### config.mk
export PLATFORM = sky130hd
export DESIGN_NAME = ebtg_core
export DESIGN_NICKNAME = d
export VERILOG_FILES = /design/src/inc/ebtg_pkg.sv /design/src/inc/ebtg_tick_if.sv /design/src/core/ebtg_core.sv /design/src/core/ebtg_tick.sv
export SDC_FILE = /design/constraint.sdc
export NUM_CORES = 2
export LEC_CHECK = 0
export BUFFER_PORTS_ARGS = -buffer_cell sky130_fd_sc_hd__buf_2
export CAP_MARGIN = 0
export CELL_PAD_IN_SITES_DETAIL_PLACEMENT = 1
export CELL_PAD_IN_SITES_GLOBAL_PLACEMENT = 2
export CORE_MARGIN = 8
export CORE_UTILIZATION = 38
export CTS_BUF_LIST = sky130_fd_sc_hd__clkbuf_8
export DETAILED_ROUTE_END_ITERATION = 10
export PLACE_DENSITY_LB_ADDON = 0.2
export RECOVER_POWER = 50
export REMOVE_ABC_BUFFERS = 1
export SETUP_SLACK_MARGIN = 0.15
export SLEW_MARGIN = 40
export SYNTH_ARGS = -nofsm -noshare
export SYNTH_HDL_FRONTEND = slang
export SYNTH_HIERARCHICAL = 1
export SYNTH_SLANG_ARGS = --single-unit
### constraint.sdc
create_clock -name clock_in -period 27.1 [get_ports clock_in]
set_clock_uncertainty 0.2 [all_clocks]
set_input_delay 0 -clock clock_in [delete_from_list [all_inputs] [get_ports clock_in]]
set_output_delay 0 -clock clock_in [all_outputs]
set_load 0.01 [all_outputs]
### src/inc/ebtg_pkg.sv
/*
  ebtg_pkg: shared constants and types for the ethernet bert traffic generator.
  assumes a 100 MHz system clock and an APB register slave with 32-bit data.
*/
package ebtg_pkg;
  // ==========================================================================
  // timing
  localparam int unsigned CLK_MHZ        = 100;
  localparam int unsigned MS_TIME        = 1;                     // ms per ramp tick
  localparam int unsigned MS_CYCLES      = MS_TIME * CLK_MHZ * 1000;
  localparam int unsigned SEC_TIME       = 1;                     // s per second tick
  localparam int unsigned SEC_CYCLES     = SEC_TIME * CLK_MHZ * 1000000;
  localparam logic [7:0]  FULL_IFG       = 8'h0C;                 // 12 byte gap = full load
  localparam logic [7:0]  PREAMBLE_BYTES = 8'h08;
  // ==========================================================================
  // register offsets
  localparam logic [7:0] A_CTRL    = 8'h00;
  localparam logic [7:0] A_FSIZE   = 8'h04;
  localparam logic [7:0] A_FSTEP   = 8'h08;
  localparam logic [7:0] A_LOAD    = 8'h0C;
  localparam logic [7:0] A_RAMP    = 8'h10;
  localparam logic [7:0] A_DUR     = 8'h14;
  localparam logic [7:0] A_STATUS  = 8'h18;
  localparam logic [7:0] A_IRQ     = 8'h1C;
  localparam logic [7:0] A_MASK    = 8'h20;
  localparam logic [7:0] A_TXCNT   = 8'h24;
  localparam logic [7:0] A_ERRCNT  = 8'h28;
  localparam logic [7:0] A_FILTER  = 8'h2C;
  // ==========================================================================
  // ctrl fields
  localparam int C_EN = 0;    // stream enable
  localparam int C_AUTO = 1;  // auto start with measurement, continuous duration mode only
  localparam int C_LOSTERR = 2;
  localparam int C_FILT = 3;
  localparam int C_GATE = 4;
  localparam int C_IGNLOSS = 5;
  localparam int C_BURST = 6;
  localparam int C_RAMP = 7;
  localparam int C_MSRAMP = 8;
  localparam int C_RATE_OK = 9;  // port rate 100 Gbps or less
  localparam int FSM_LSB = 12;   // frame size mode [13:12]
  localparam int DUR_LSB = 14;   // duration mode [15:14]
  localparam int RMODE_LSB = 16; // ramp mode [17:16]
  // irq bits
  localparam int I_DONE = 0;
  localparam int I_BER  = 1;
  localparam int I_FAIL = 2;
  localparam int IRQ_W  = 3;

  typedef enum logic [1:0] {FS_CONST = 2'b00, FS_STEP = 2'b01, FS_RAND = 2'b10} ebtg_fsmode_t;
  typedef enum logic [1:0] {DUR_CONT = 2'b00, DUR_SEC = 2'b01, DUR_FRM = 2'b10} ebtg_dur_t;
  typedef enum logic [1:0] {RM_KEEP = 2'b00, RM_REPEAT = 2'b01, RM_INVERT = 2'b10} ebtg_rmode_t;
  typedef enum logic [1:0] {ST_IDLE = 2'b00, ST_FRAME = 2'b01, ST_GAP = 2'b11} ebtg_tx_t;
endpackage : ebtg_pkg

### src/inc/ebtg_tick_if.sv
/*
  ebtg_tick_if: carries the timebase ticks from the tick module to the core.
  assumes one clock domain.
*/
`timescale 1ns/1ps
interface ebtg_tick_if;
  logic ms_tick;
  logic sec_tick;
  modport src (output ms_tick, output sec_tick);
  modport dst (input ms_tick, input sec_tick);
endinterface : ebtg_tick_if

### src/core/ebtg_core.sv
/*
  ebtg_core: per-stream bert traffic generator and receive checker with APB registers.
  assumes frame_ready_in from the mac accepts one byte per cycle, and rx event
  strobes arrive one cycle wide and synchronous to clock_in.
*/
// The APB slave port and the address map were chosen for this implementation.
`timescale 1ns/1ps
module ebtg_core #(
  parameter int unsigned MS_DIV  = ebtg_pkg::MS_CYCLES,
  parameter int unsigned SEC_DIV = ebtg_pkg::SEC_CYCLES
) (
  input  wire logic        clock_in,
  input  wire logic        rst_n_in,
  input  wire logic        psel_in,
  input  wire logic        penable_in,
  input  wire logic        pwrite_in,
  input  wire logic [7:0]  paddr_in,
  input  wire logic [31:0] pwdata_in,
  output logic [31:0]      prdata_out,
  output logic             pready_out,
  output logic             pslverr_out,
  input  wire logic        meas_run_in,
  input  wire logic        frame_ready_in,
  output logic             frame_valid_out,
  output logic             frame_sop_out,
  output logic [13:0]      frame_len_out,
  output logic             frame_gap_out,
  input  wire logic        rx_lost_in,
  input  wire logic [15:0] rx_lost_bits_in,
  input  wire logic        rx_bit_err_in,
  input  wire logic        rx_match_in,
  input  wire logic        rx_loss_sec_in,
  output logic             stats_valid_out,
  output logic             capture_valid_out,
  output logic             ber_alarm_out,
  output logic             status_fail_out,
  output logic             irq_out
);
  import ebtg_pkg::*;

  typedef struct packed {
    logic [31:0]  ctrl;
    logic [31:0]  fsize;     // [13:0] start, [29:16] end
    logic [31:0]  fstep;     // [13:0] step, [31:16] hold seconds
    logic [31:0]  load;      // [7:0] start ifg, [15:8] end ifg
    logic [31:0]  ramp;      // [7:0] step bytes, [31:16] step duration
    logic [31:0]  dur;       // seconds or frames
    logic [IRQ_W-1:0] irq;
    logic [IRQ_W-1:0] mask;
    logic [31:0]  txcnt;
    logic [31:0]  errcnt;
    logic [31:0]  seccnt;
    logic [15:0]  hold;      // seconds in current frame size
    logic [15:0]  rhold;     // ticks in current ramp step
    logic [13:0]  cur_size;
    logic [13:0]  flen;      // size latched at frame start, so a step never cuts a frame
    logic [7:0]   cur_ifg;
    logic         rdir;      // 1 = walking back toward start
    logic         ramp_done;
    logic         active;
    logic         done;
    ebtg_tx_t     tx;
    logic [13:0]  bcnt;
    logic [15:0]  lfsr;
    logic [31:0]  rdata;
    logic         ber;
    logic         fail;
    logic         stats;
    logic         capt;
  } ebtg_st_t;

  ebtg_st_t s;
  ebtg_st_t next_s;
  ebtg_tick_if tk ();

  // size clipped into the start..end window by modulo
  function automatic logic [13:0] clip_size(input logic [15:0] r, input logic [13:0] lo, input logic [13:0] hi);
    logic [13:0] span;
    span = hi - lo + 14'h0001;
    clip_size = (hi <= lo) ? lo : lo + 14'(r[13:0] % span);
  endfunction : clip_size

  // ==========================================================================
  // field views
  logic        en, auto_st, rate_ok, ramp_en, ms_ramp;
  logic [13:0] fs_lo, fs_hi, fs_step;
  logic [7:0]  ld_lo, ld_hi, rs;
  ebtg_fsmode_t fsm;
  ebtg_dur_t    dm;
  ebtg_rmode_t  rm;
  logic        apb_wr, apb_rd, rtick;
  assign en      = s.ctrl[C_EN];
  assign auto_st = s.ctrl[C_AUTO];
  assign rate_ok = s.ctrl[C_RATE_OK];
  assign ramp_en = s.ctrl[C_RAMP];
  assign ms_ramp = s.ctrl[C_MSRAMP] & rate_ok;
  assign fsm     = ebtg_fsmode_t'(s.ctrl[FSM_LSB +: 2]);
  assign dm      = ebtg_dur_t'(s.ctrl[DUR_LSB +: 2]);
  assign rm      = ebtg_rmode_t'(s.ctrl[RMODE_LSB +: 2]);
  assign fs_lo   = s.fsize[13:0];
  assign fs_hi   = s.fsize[29:16];
  assign fs_step = s.fstep[13:0];
  assign ld_lo   = s.load[7:0];
  assign ld_hi   = s.load[15:8];
  assign rs      = s.ramp[7:0];
  assign apb_wr  = psel_in & penable_in & pwrite_in;
  assign apb_rd  = psel_in & ~penable_in & ~pwrite_in;
  assign rtick   = ms_ramp ? tk.ms_tick : tk.sec_tick;

  ebtg_tick #(
    .MS_DIV  (MS_DIV),
    .SEC_DIV (SEC_DIV)
  ) u_tick (
    .clock_in (clock_in),
    .rst_n_in (rst_n_in),
    .run_in   (s.active),
    .tick     (tk.src)
  );

  // ==========================================================================
  // next state
  always_comb begin
    logic [IRQ_W-1:0] ev;
    logic             eof;
    logic             start;
    ev    = '0;
    next_s = s;
    eof   = 1'b0;
    // start: auto start follows the measurement only in continuous mode
    start = en & ~s.active & ~s.done & (~(auto_st && dm == DUR_CONT) | meas_run_in);
    if (!en) begin
      next_s.active = 1'b0;
      next_s.done   = 1'b0;
      next_s.tx     = ST_IDLE;
    end else if (start) begin
      next_s.active   = 1'b1;
      next_s.txcnt    = '0;
      next_s.seccnt   = '0;
      next_s.hold     = '0;
      next_s.rhold    = '0;
      next_s.rdir     = 1'b0;
      next_s.ramp_done = 1'b0;
      next_s.cur_size = fs_lo;
      next_s.cur_ifg  = ramp_en ? ld_lo : ld_hi;
    end
    // transmit sequencer: frame bytes then average gap (ifg plus preamble)
    unique case (s.tx)
      ST_IDLE: begin
        if (s.active && en) begin
          next_s.tx   = ST_FRAME;
          next_s.bcnt = '0;
          next_s.flen = (fsm == FS_RAND) ? clip_size(s.lfsr, fs_lo, fs_hi) : s.cur_size;
          if (fsm == FS_RAND) next_s.cur_size = clip_size(s.lfsr, fs_lo, fs_hi);
        end
      end
      ST_FRAME: begin
        // only bytes really offered count; burst or off holds the frame back
        if (frame_ready_in && frame_valid_out) begin
          next_s.bcnt = s.bcnt + 14'h0001;
          if (s.bcnt == s.flen - 14'h0001) begin
            eof         = 1'b1;
            next_s.tx   = ST_GAP;
            next_s.bcnt = '0;
          end
        end
      end
      ST_GAP: begin
        // a 12 byte gap gives full load; lower settings below 12 allow slight overload
        next_s.bcnt = s.bcnt + 14'h0001;
        if (s.bcnt >= {6'h00, s.cur_ifg} + {6'h00, PREAMBLE_BYTES} - 14'h0001) begin
          next_s.tx = (s.active && en) ? ST_FRAME : ST_IDLE;
          next_s.bcnt = '0;
          next_s.flen = (fsm == FS_RAND) ? clip_size(s.lfsr, fs_lo, fs_hi) : s.cur_size;
          if (fsm == FS_RAND) next_s.cur_size = clip_size(s.lfsr, fs_lo, fs_hi);
        end
      end
    endcase
    if (eof) next_s.txcnt = s.txcnt + 32'h0000_0001;
    // frame-count duration
    if (s.active && dm == DUR_FRM && next_s.txcnt >= s.dur) begin
      next_s.active = 1'b0;
      next_s.done   = 1'b1;
      ev[I_DONE]    = 1'b1;
    end
    // seconds: duration and stepped frame size
    if (s.active && tk.sec_tick) begin
      next_s.seccnt = s.seccnt + 32'h0000_0001;
      if (dm == DUR_SEC && s.seccnt + 32'h0000_0001 >= s.dur) begin
        next_s.active = 1'b0;
        next_s.done   = 1'b1;
        ev[I_DONE]    = 1'b1;
      end
      if (fsm == FS_STEP) begin
        next_s.hold = s.hold + 16'h0001;
        if (s.hold + 16'h0001 >= s.fstep[31:16]) begin
          next_s.hold = '0;
          if (s.cur_size + fs_step <= fs_hi && fs_step != '0) next_s.cur_size = s.cur_size + fs_step;
          else next_s.cur_size = fs_lo;
        end
      end
    end
    // line load ramp on gap values
    if (s.active && ramp_en && rtick && !s.ramp_done) begin
      next_s.rhold = s.rhold + 16'h0001;
      if (s.rhold + 16'h0001 >= s.ramp[31:16]) begin
        next_s.rhold = '0;
        if (!s.rdir) begin
          if (s.cur_ifg == ld_hi || rs == '0) begin
            unique case (rm)
              RM_REPEAT: next_s.cur_ifg = ld_lo;
              RM_INVERT: next_s.rdir = 1'b1;
              default:   next_s.ramp_done = 1'b1;
            endcase
          end else if (ld_hi > ld_lo) begin
            next_s.cur_ifg = (ld_hi - s.cur_ifg > rs) ? s.cur_ifg + rs : ld_hi;
          end else begin
            next_s.cur_ifg = (s.cur_ifg - ld_hi > rs) ? s.cur_ifg - rs : ld_hi;
          end
        end else begin
          if (s.cur_ifg == ld_lo) next_s.rdir = 1'b0;
          else if (ld_lo > ld_hi) next_s.cur_ifg = (ld_lo - s.cur_ifg > rs) ? s.cur_ifg + rs : ld_lo;
          else next_s.cur_ifg = (s.cur_ifg - ld_lo > rs) ? s.cur_ifg - rs : ld_lo;
        end
      end
    end
    // receive checker
    if (rx_lost_in && s.ctrl[C_LOSTERR]) next_s.errcnt = s.errcnt + {16'h0000, rx_lost_bits_in};
    else if (rx_bit_err_in) next_s.errcnt = s.errcnt + 32'h0000_0001;
    next_s.stats = rx_match_in | ~s.ctrl[C_FILT];
    next_s.capt  = 1'b1;
    next_s.ber   = (rx_bit_err_in | (rx_lost_in & s.ctrl[C_LOSTERR])) & (meas_run_in | ~s.ctrl[C_GATE]);
    next_s.fail  = rx_bit_err_in | (rx_loss_sec_in & ~s.ctrl[C_IGNLOSS]);
    ev[I_BER]  = next_s.ber;
    ev[I_FAIL] = next_s.fail;
    next_s.lfsr = {s.lfsr[14:0], s.lfsr[15] ^ s.lfsr[13] ^ s.lfsr[12] ^ s.lfsr[10]};
    // registers; burst and ms ramp bits stick only at 100 Gbps or below
    next_s.rdata = '0;
    if (apb_rd) begin
      unique case (paddr_in)
        A_CTRL:   next_s.rdata = s.ctrl;
        A_FSIZE:  next_s.rdata = s.fsize;
        A_FSTEP:  next_s.rdata = s.fstep;
        A_LOAD:   next_s.rdata = s.load;
        A_RAMP:   next_s.rdata = s.ramp;
        A_DUR:    next_s.rdata = s.dur;
        A_STATUS: next_s.rdata = {16'h0000, s.cur_size[13:0], s.active, s.done};
        A_IRQ:    next_s.rdata = {29'h0000_0000, s.irq};
        A_MASK:   next_s.rdata = {29'h0000_0000, s.mask};
        A_TXCNT:  next_s.rdata = s.txcnt;
        A_ERRCNT: next_s.rdata = s.errcnt;
        A_FILTER: next_s.rdata = {24'h0000_00, s.cur_ifg};
        default:  next_s.rdata = '0;
      endcase
    end
    next_s.irq = s.irq;
    if (apb_wr) begin
      unique case (paddr_in)
        A_CTRL: begin
          next_s.ctrl = pwdata_in;
          next_s.ctrl[C_BURST]  = pwdata_in[C_BURST] & pwdata_in[C_RATE_OK];
          next_s.ctrl[C_MSRAMP] = pwdata_in[C_MSRAMP] & pwdata_in[C_RATE_OK];
        end
        A_FSIZE: next_s.fsize = pwdata_in;
        A_FSTEP: next_s.fstep = pwdata_in;
        A_LOAD:  next_s.load  = pwdata_in;
        A_RAMP:  next_s.ramp  = pwdata_in;
        A_DUR:   next_s.dur   = pwdata_in;
        A_IRQ:   next_s.irq   = s.irq & ~pwdata_in[IRQ_W-1:0];
        A_MASK:  next_s.mask  = pwdata_in[IRQ_W-1:0];
        default: next_s.irq   = s.irq;
      endcase
    end
    next_s.irq = next_s.irq | ev;                               // set beats clear
  end

  always_ff @(posedge clock_in or negedge rst_n_in) begin
    if (!rst_n_in) begin
      s      <= '0;
      s.lfsr <= 16'hACE1;
    end else begin
      s <= next_s;
    end
  end

  // ==========================================================================
  // outputs; burst frames are not produced here, burst bit gates normal traffic off
  assign prdata_out        = s.rdata;
  assign pready_out        = 1'b1;
  assign pslverr_out       = 1'b0;
  assign frame_valid_out   = (s.tx == ST_FRAME) & en & ~s.ctrl[C_BURST];
  assign frame_sop_out     = frame_valid_out & (s.bcnt == '0);
  assign frame_len_out     = s.flen;
  assign frame_gap_out     = (s.tx == ST_GAP);
  assign stats_valid_out   = s.stats;
  assign capture_valid_out = s.capt;
  assign ber_alarm_out     = s.ber;
  assign status_fail_out   = s.fail;
  assign irq_out           = |(s.irq & s.mask);
endmodule : ebtg_core

### src/core/ebtg_tick.sv
/*
  ebtg_tick: millisecond and second strobes from the system clock.
  assumes clock_in at the package rate; counters restart while run is low.
*/
`timescale 1ns/1ps
module ebtg_tick #(
  parameter int unsigned MS_DIV  = ebtg_pkg::MS_CYCLES,
  parameter int unsigned SEC_DIV = ebtg_pkg::SEC_CYCLES
) (
  input  wire logic   clock_in,
  input  wire logic   rst_n_in,
  input  wire logic   run_in,
  ebtg_tick_if.src    tick
);
  import ebtg_pkg::*;
  typedef struct packed {
    logic [31:0] ms_cnt;
    logic [31:0] sec_cnt;
    logic        ms;
    logic        sec;
  } ebtg_tick_st_t;
  ebtg_tick_st_t s;
  ebtg_tick_st_t next_s;

  // ==========================================================================
  // dividers; restarting on run keeps the first step a full interval
  always_comb begin
    next_s = s;
    next_s.ms  = 1'b0;
    next_s.sec = 1'b0;
    if (!run_in) begin
      next_s.ms_cnt  = '0;
      next_s.sec_cnt = '0;
    end else begin
      next_s.ms_cnt  = s.ms_cnt + 32'h0000_0001;
      next_s.sec_cnt = s.sec_cnt + 32'h0000_0001;
      if (s.ms_cnt == MS_DIV - 1) begin
        next_s.ms_cnt = '0;
        next_s.ms     = 1'b1;
      end
      if (s.sec_cnt == SEC_DIV - 1) begin
        next_s.sec_cnt = '0;
        next_s.sec     = 1'b1;
      end
    end
  end

  always_ff @(posedge clock_in or negedge rst_n_in) begin
    if (!rst_n_in) s <= '0;
    else s <= next_s;
  end

  assign tick.ms_tick  = s.ms;
  assign tick.sec_tick = s.sec;
endmodule : ebtg_tick

; Word level (Yosys, flattened, before mapping)
; Index checks and enable logic that the tools add are counted.
[totals]
ff_bits = 500
in_bits = 67
[op_classes]
n_bitwise = 37
n_addsub = 22
eq_ne = 27
div = 1
reduce_logical = 39
n_lt_le_gt_ge = 13
muxes = 71
[op_table]
columns = cell, n
row1 = $pmux W32 S12, 1
row2 = $mux W32, 8
row3 = $add A32 B1 Y32 const B, 5
row4 = $mux W78, 2
row5 = $mux W16, 8
row6 = $mux W14, 7
row7 = $mux W8, 10
row8 = $ge A32 B32 Y1, 2
row9 = $mux W64, 1
row10 = $mux W28, 2
row11 = $pmux W28 S2, 1
row12 = $gt A8 B8 Y1, 6
row13 = $mux W48, 1
row14 = $pmux W16 S3, 1
row15 = $sub A8 B8 Y8, 5
row16 = $add A16 B1 Y16 const B, 2
row17 = $add A32 B16 Y32, 1
row18 = $eq A32 B17 Y1 const B, 1
row19 = $eq A32 B27 Y1 const B, 1
row20 = $eq A8 B5 Y1 const B, 4
row21 = $eq A8 B6 Y1 const B, 4
row22 = $ge A16 B16 Y1, 2
row23 = $mux W10, 3
row24 = $add A14 B1 Y14 const B, 2
row25 = other kinds (42), 130

; Longest topological paths before layout
[logic_depth]
depth_word = 14
depth_mapped = 154
ltp_nobuf = 144

; Modules after synthesis
; The synthesis kept the hierarchy.
[modules_own_cells]
columns = module, area_each_um2, cells_each, seq_area_each_um2, n_inst
row1 = ebtg_core, 35579.1, 3964, 10870.4, 1
row2 = ebtg_tick, 3375.7, 358, 1651.6, 1

; Worst setup path after synthesis
; No wires, ideal clock.
[synth_timing]
path_kind = register -> register
startpoint = register s (netlist bit fs_lo[4])
endpoint = register s (netlist bit frame_len_out[13])
arrival_time_ns = 29.150
synth_period_minus_slack_ns = 29.481
setup_slack_ns = -2.381
path_stages_with_launch = 138
path_cell_list = dfrtp_1 -> inv_1 -> ha_1 -> inv_1 -> fa_1 -> buf_6 -> o21bai_4 -> a2111oi_2 -> o31ai_1 -> xor2_1 -> nor3_1 -> nand4_1 -> nor3_1 -> a21oi_1 -> ha_1 -> o21ai_0 -> nor2b_1 -> nor4_1 -> [... 102 more ...] -> clkbuf_1 -> clkbuf_1 -> nor2_1 -> a21o_1 -> ha_1 -> a21o_1 -> a21oi_1 -> o211ai_1 -> o2111a_1 -> o21a_1 -> o21ai_0 -> a21oi_1 -> o21ai_0 -> nand2b_1 -> a21o_1 -> and4_1 -> nor3_1 -> o21ai_0
[synth_between]
elab_chain_cells = 8
[synth_rtl]
columns = element, line
row1 = start: declaration, ebtg_core.sv:72  ; ebtg_st_t s;
row2 = start signal: assignment, ebtg_core.sv:281  ; s <= next_s;
row3 = $sub A14 B14 Y14, ebtg_core.sv:79  ; span = hi - lo + 14'h0001;
row4 = $add A14 B1 Y14, ebtg_core.sv:79
row5 = $mod A14 B14 Y14, ebtg_core.sv:80  ; clip_size = (hi <= lo) ? lo : lo + 14'(r[13:0] % span);
row6 = $add A14 B14 Y14, ebtg_core.sv:80
row7 = $mux W14 (*), ebtg_core.sv:80
row8 = $mux W14 (*), "ebtg_core.sv:152, ebtg_core.sv:173"
row9 = "$mux W28, on equally long branches", "ebtg_core.sv:170, ebtg_core.sv:149"
row10 = $pmux W28 S2 (*), ebtg_core.sv:147  ; unique case (s.tx)
; Mark *: on every way between the ends. The rest lies on a longest branch, timed or not. The select of a mux whose other input is x is not followed.
; A chain may end at the register's enable or synchronous reset.

; Final worst setup path
[layout_timing]
startpoint = register s (netlist bit fs_lo[2])
endpoint = register s (netlist bit frame_len_out[12])
; The elaborated chain is that of the path after synthesis.

==> flow_summary.yaml <==
global_route:
  grt_antenna_before_repair: 15
  grt_pass1_vias: 39100
  grt_usage_pct: 26.7
  globalRouteOverflowTotal: 0
  grt_max_degree: 89
  grt_pass1_wl_mm: 236
synthesis:
  synth_compound_area_share_pct: 18.8
  synth_mux_area_share_pct: 7.62
  yosys.area.top_type: "dfrtp_1"
  yosys.area_share.adder_pct: 13.5
  ys_seq_elements: 500
  synth_flop_cell: "dfrtp_1"
  synth_simple_gate_area_share_pct: 16.5
  yosysSeqAreaShare_pct: 32.1
  synth_area_leaders: "dfrtp_1, ha_1, mux2_2, xnor2_1, nand2_1"
  synth_edf_count: 0
  synth.distinct_cells: 94
  synthXorXnorAreaFrac_pct: 6.54
  synth.top_cell.area_share_pct: 31.6
  synth_top_family_by_area: "compound AO/OA/AOI/OAI gates"
  syn_inst: 4322
  yosys_warnings: 6
  async_flop_share_pct: 100
  syn-cell-area_um2: 39000
  syn_area_per_cell_um2: 9.01
hold_path:
  hold_depth: 5
  min_path_type: "primary input to flip-flop"
  worstHoldEndpoint: "s[178]"
  min_from: "rx_lost_in"
timing:
  hold_violations: 0
  finalSetupViolCount: 0
  fmax_ghz: 0.0376
  layout_min_cycle_time_ns: 26.62
  period_share_pct: 98.2
  worst_pin_slew_ns: 3.03
  setup_tns_ns: 0
  whs_ns: 0.0576
  rsz0062_at_grt: "yes"
  relSlewSlack_pct: -102
  final-max-slew-violation-count: 48
finish:
  final_core_util_pct: 49.4
  syn_to_final_growth_pct: 28.9
  drive_gt1_share_pct: 26.7
  layout.cells.non_filler: 6532
  nets: 5557
floorplan:
  core-area_um2: 102000
  die_x_um: 336
  pin_count: 123
  die_area_um2: 113000
  rows: 117
  start_util_pct: 38.3
  dieHeight_um: 336
run_status:
  violations: "max-capacitance violations, max-slew violations"
  status: "complete, but fails checks"
setup_path:
  critical_path_class: "flip-flop to flip-flop"
  timing.rr.end: "frame_len_out[12]"
  r2r_start: "fs_lo[2]"
  path_max_fanout: 8
  arrival_ns: 27.07
  slowest_stage: "or4_4"
  cp-end-kind: "flip-flop"
  worst-path-buf-inv: 20
  cp-start-kind: "flip-flop"
  path_delay_family: "compound AO/OA/AOI/OAI gates"
  cp.required_ns: 27.55
  crit_path_max_incr_delay_ns: 0.55
  worst_r2r_path_depth: 143
  cpMostUsedCell: "o21ai_2"
  ff2ff_setup_slack_ns: 0.48
routing:
  vias_per_cell: 5.71
  drt_iter0_markers: 2332
  ant_nets: 0
  num_vias: 37300
  post-route-drc-count: 0
  drt-total-wl_mm: 157
  avgRoutedWirePerCell_um: 24.1
  first_pass_iters: 6
clock_tree:
  cts_buffer_depth: 3
  cts_buffers: 98
  clk_pin_slew_ns: 0.06
  htreeDepth: 3
  cts_sinks: 500
  cts_tree: "yes"
  clock_latency_ns: 0.80
  clock-root-buffer: "clkbuf_8"
flow_run:
  maxCapViolations: 1
placed_design:
  dp_hpwl_mm: 114
  routabilityCongestion: 0.902
  io_buffers: 120
  numPlacedInstances: 6128
[cells by family (layout without fill, tap and decap cells)]
group           after synthesis  count (layout)
simple gates               1316            1316
compound gates             1088            1088
flops                       500             500
buf+inv                     448            1284
fa+ha+maj                   409             409
xor+xnor                    291             291
mux                         268             268
other cells                   2               8
[synth_stat cells (18+ instances only)]
| cell type | count |
|---|---|
| a41oi_1 | 20 |
| clkbuf_1 | 125 |
| dfrtp_1 | 492 |
| xnor2_1 | 182 |
| o21ai_0 | 247 |
| nand4_1 | 64 |
| a211oi_1 | 34 |
| mux2i_1 | 43 |
| and2_1 | 18 |
| o31ai_1 | 43 |
| nand2_1 | 364 |
| a221oi_1 | 38 |
| nor2_1 | 313 |
| nand2b_1 | 69 |
| xor2_1 | 109 |
| nor4_1 | 40 |
| buf_1 | 27 |
| nor2b_1 | 44 |
| ha_1 | 392 |
| a31oi_1 | 36 |
| a22oi_1 | 94 |
| or3_1 | 26 |
| and3_1 | 76 |
| o211ai_1 | 30 |
| a21o_1 | 85 |
| o21bai_1 | 22 |
| o21a_1 | 49 |
| nand3_1 | 139 |
| a22o_1 | 46 |
| a21oi_1 | 204 |
| mux2_2 | 224 |
| buf_4 | 49 |
| nor3_1 | 86 |
| a211o_1 | 19 |
| inv_1 | 236 |
[worst max path at each step]
stage / from / to / slack, ns / cells after the start
2_1_floorplan: fs_lo[4] / frame_len_out[13] / -2.32 / 126
3_3_place_gp: fs_lo[1] / frame_len_out[12] / -0.40 / 136
3_5_place_dp: fs_lo[1] / frame_len_out[12] / -1.47 / 136
4_1_cts: fs_lo[2] / s[104] / 0.17 / 139
5_1_grt: fs_lo[2] / s[104] / -0.85 / 145
6_report: fs_lo[2] / frame_len_out[12] / 0.48 / 143
[cells in the final DEF (no fill, tap or decap), types with 133 or more instances in the layout]
cell           count
a21oi_1          179
nor2_1           294
dfrtp_1          488
xnor2_1          181
nand3_1          133
nand2_1          351
ha_1             353
o21ai_0          209
mux2_2           213
buf_4            582
inv_1            257
dlygate4sd3_1    137
[routing by layer]
layer  routed length (µm)  up-vias  track usage (%)
met5                    0        -                0
met2                74300      937             44.3
met1                68700    18800             35.0
met4                 5770        0             9.63
li1                     -    17200                -
met3                 8500      301             4.27
[per-stage QoR]
step / worst slack [ns] / cell area, µm²
2_1_floorplan: -2.32 / 38000
3_3_place_gp: -0.402 / 44300
3_5_place_dp: -1.47 / 44500
4_1_cts: 0.166 / 48500
5_1_grt: -0.846 / 50200
6_report: 0.480 / 50200
[cell type report]
type / instances / area, µm²
Fill cell: 11700 / 51500
Inverter: 238 / 893
Clock inverter: 49 / 435
Antenna cell: 5 / 12.5
Timing Repair Buffer: 868 / 6740
Sequential cell: 500 / 12500
Multi-Input combinational cell: 3375 / 26100
Clock buffer: 129 / 1780
Tap cell: 1368 / 1710
[tightest hold or removal path: cells and delay by family]
kind	cells	cell delay (ns)
buffers and inverters	1	0.24
AND/OR/NAND/NOR	2	0.35
adder cells (fa/ha/maj)	1	0.31
AO/OA/AOI/OAI	1	0.07
[flip-flops by register name, summed over array words and instances (netlist names), 8 cells and up]
register and cells:
frame_len_out 14, fs_hi 14, fs_lo 14, fs_step 14, ld_hi 8, ld_lo 8, next_s 15, prdata_out 32
rs 8, s 293, u_tick/s 64
[what timing repair did]
action,CTS,global route
gates cloned,0,2
setup endpoints to repair,27,28
resized for setup,69,262
pin swaps,25,133
hold endpoints to repair,697,0
hold buffers,138,0
buffers inserted,13,68
Power is not shown: default switching activity piles up to over one toggle a cycle in this logic, so the estimate is an artifact.
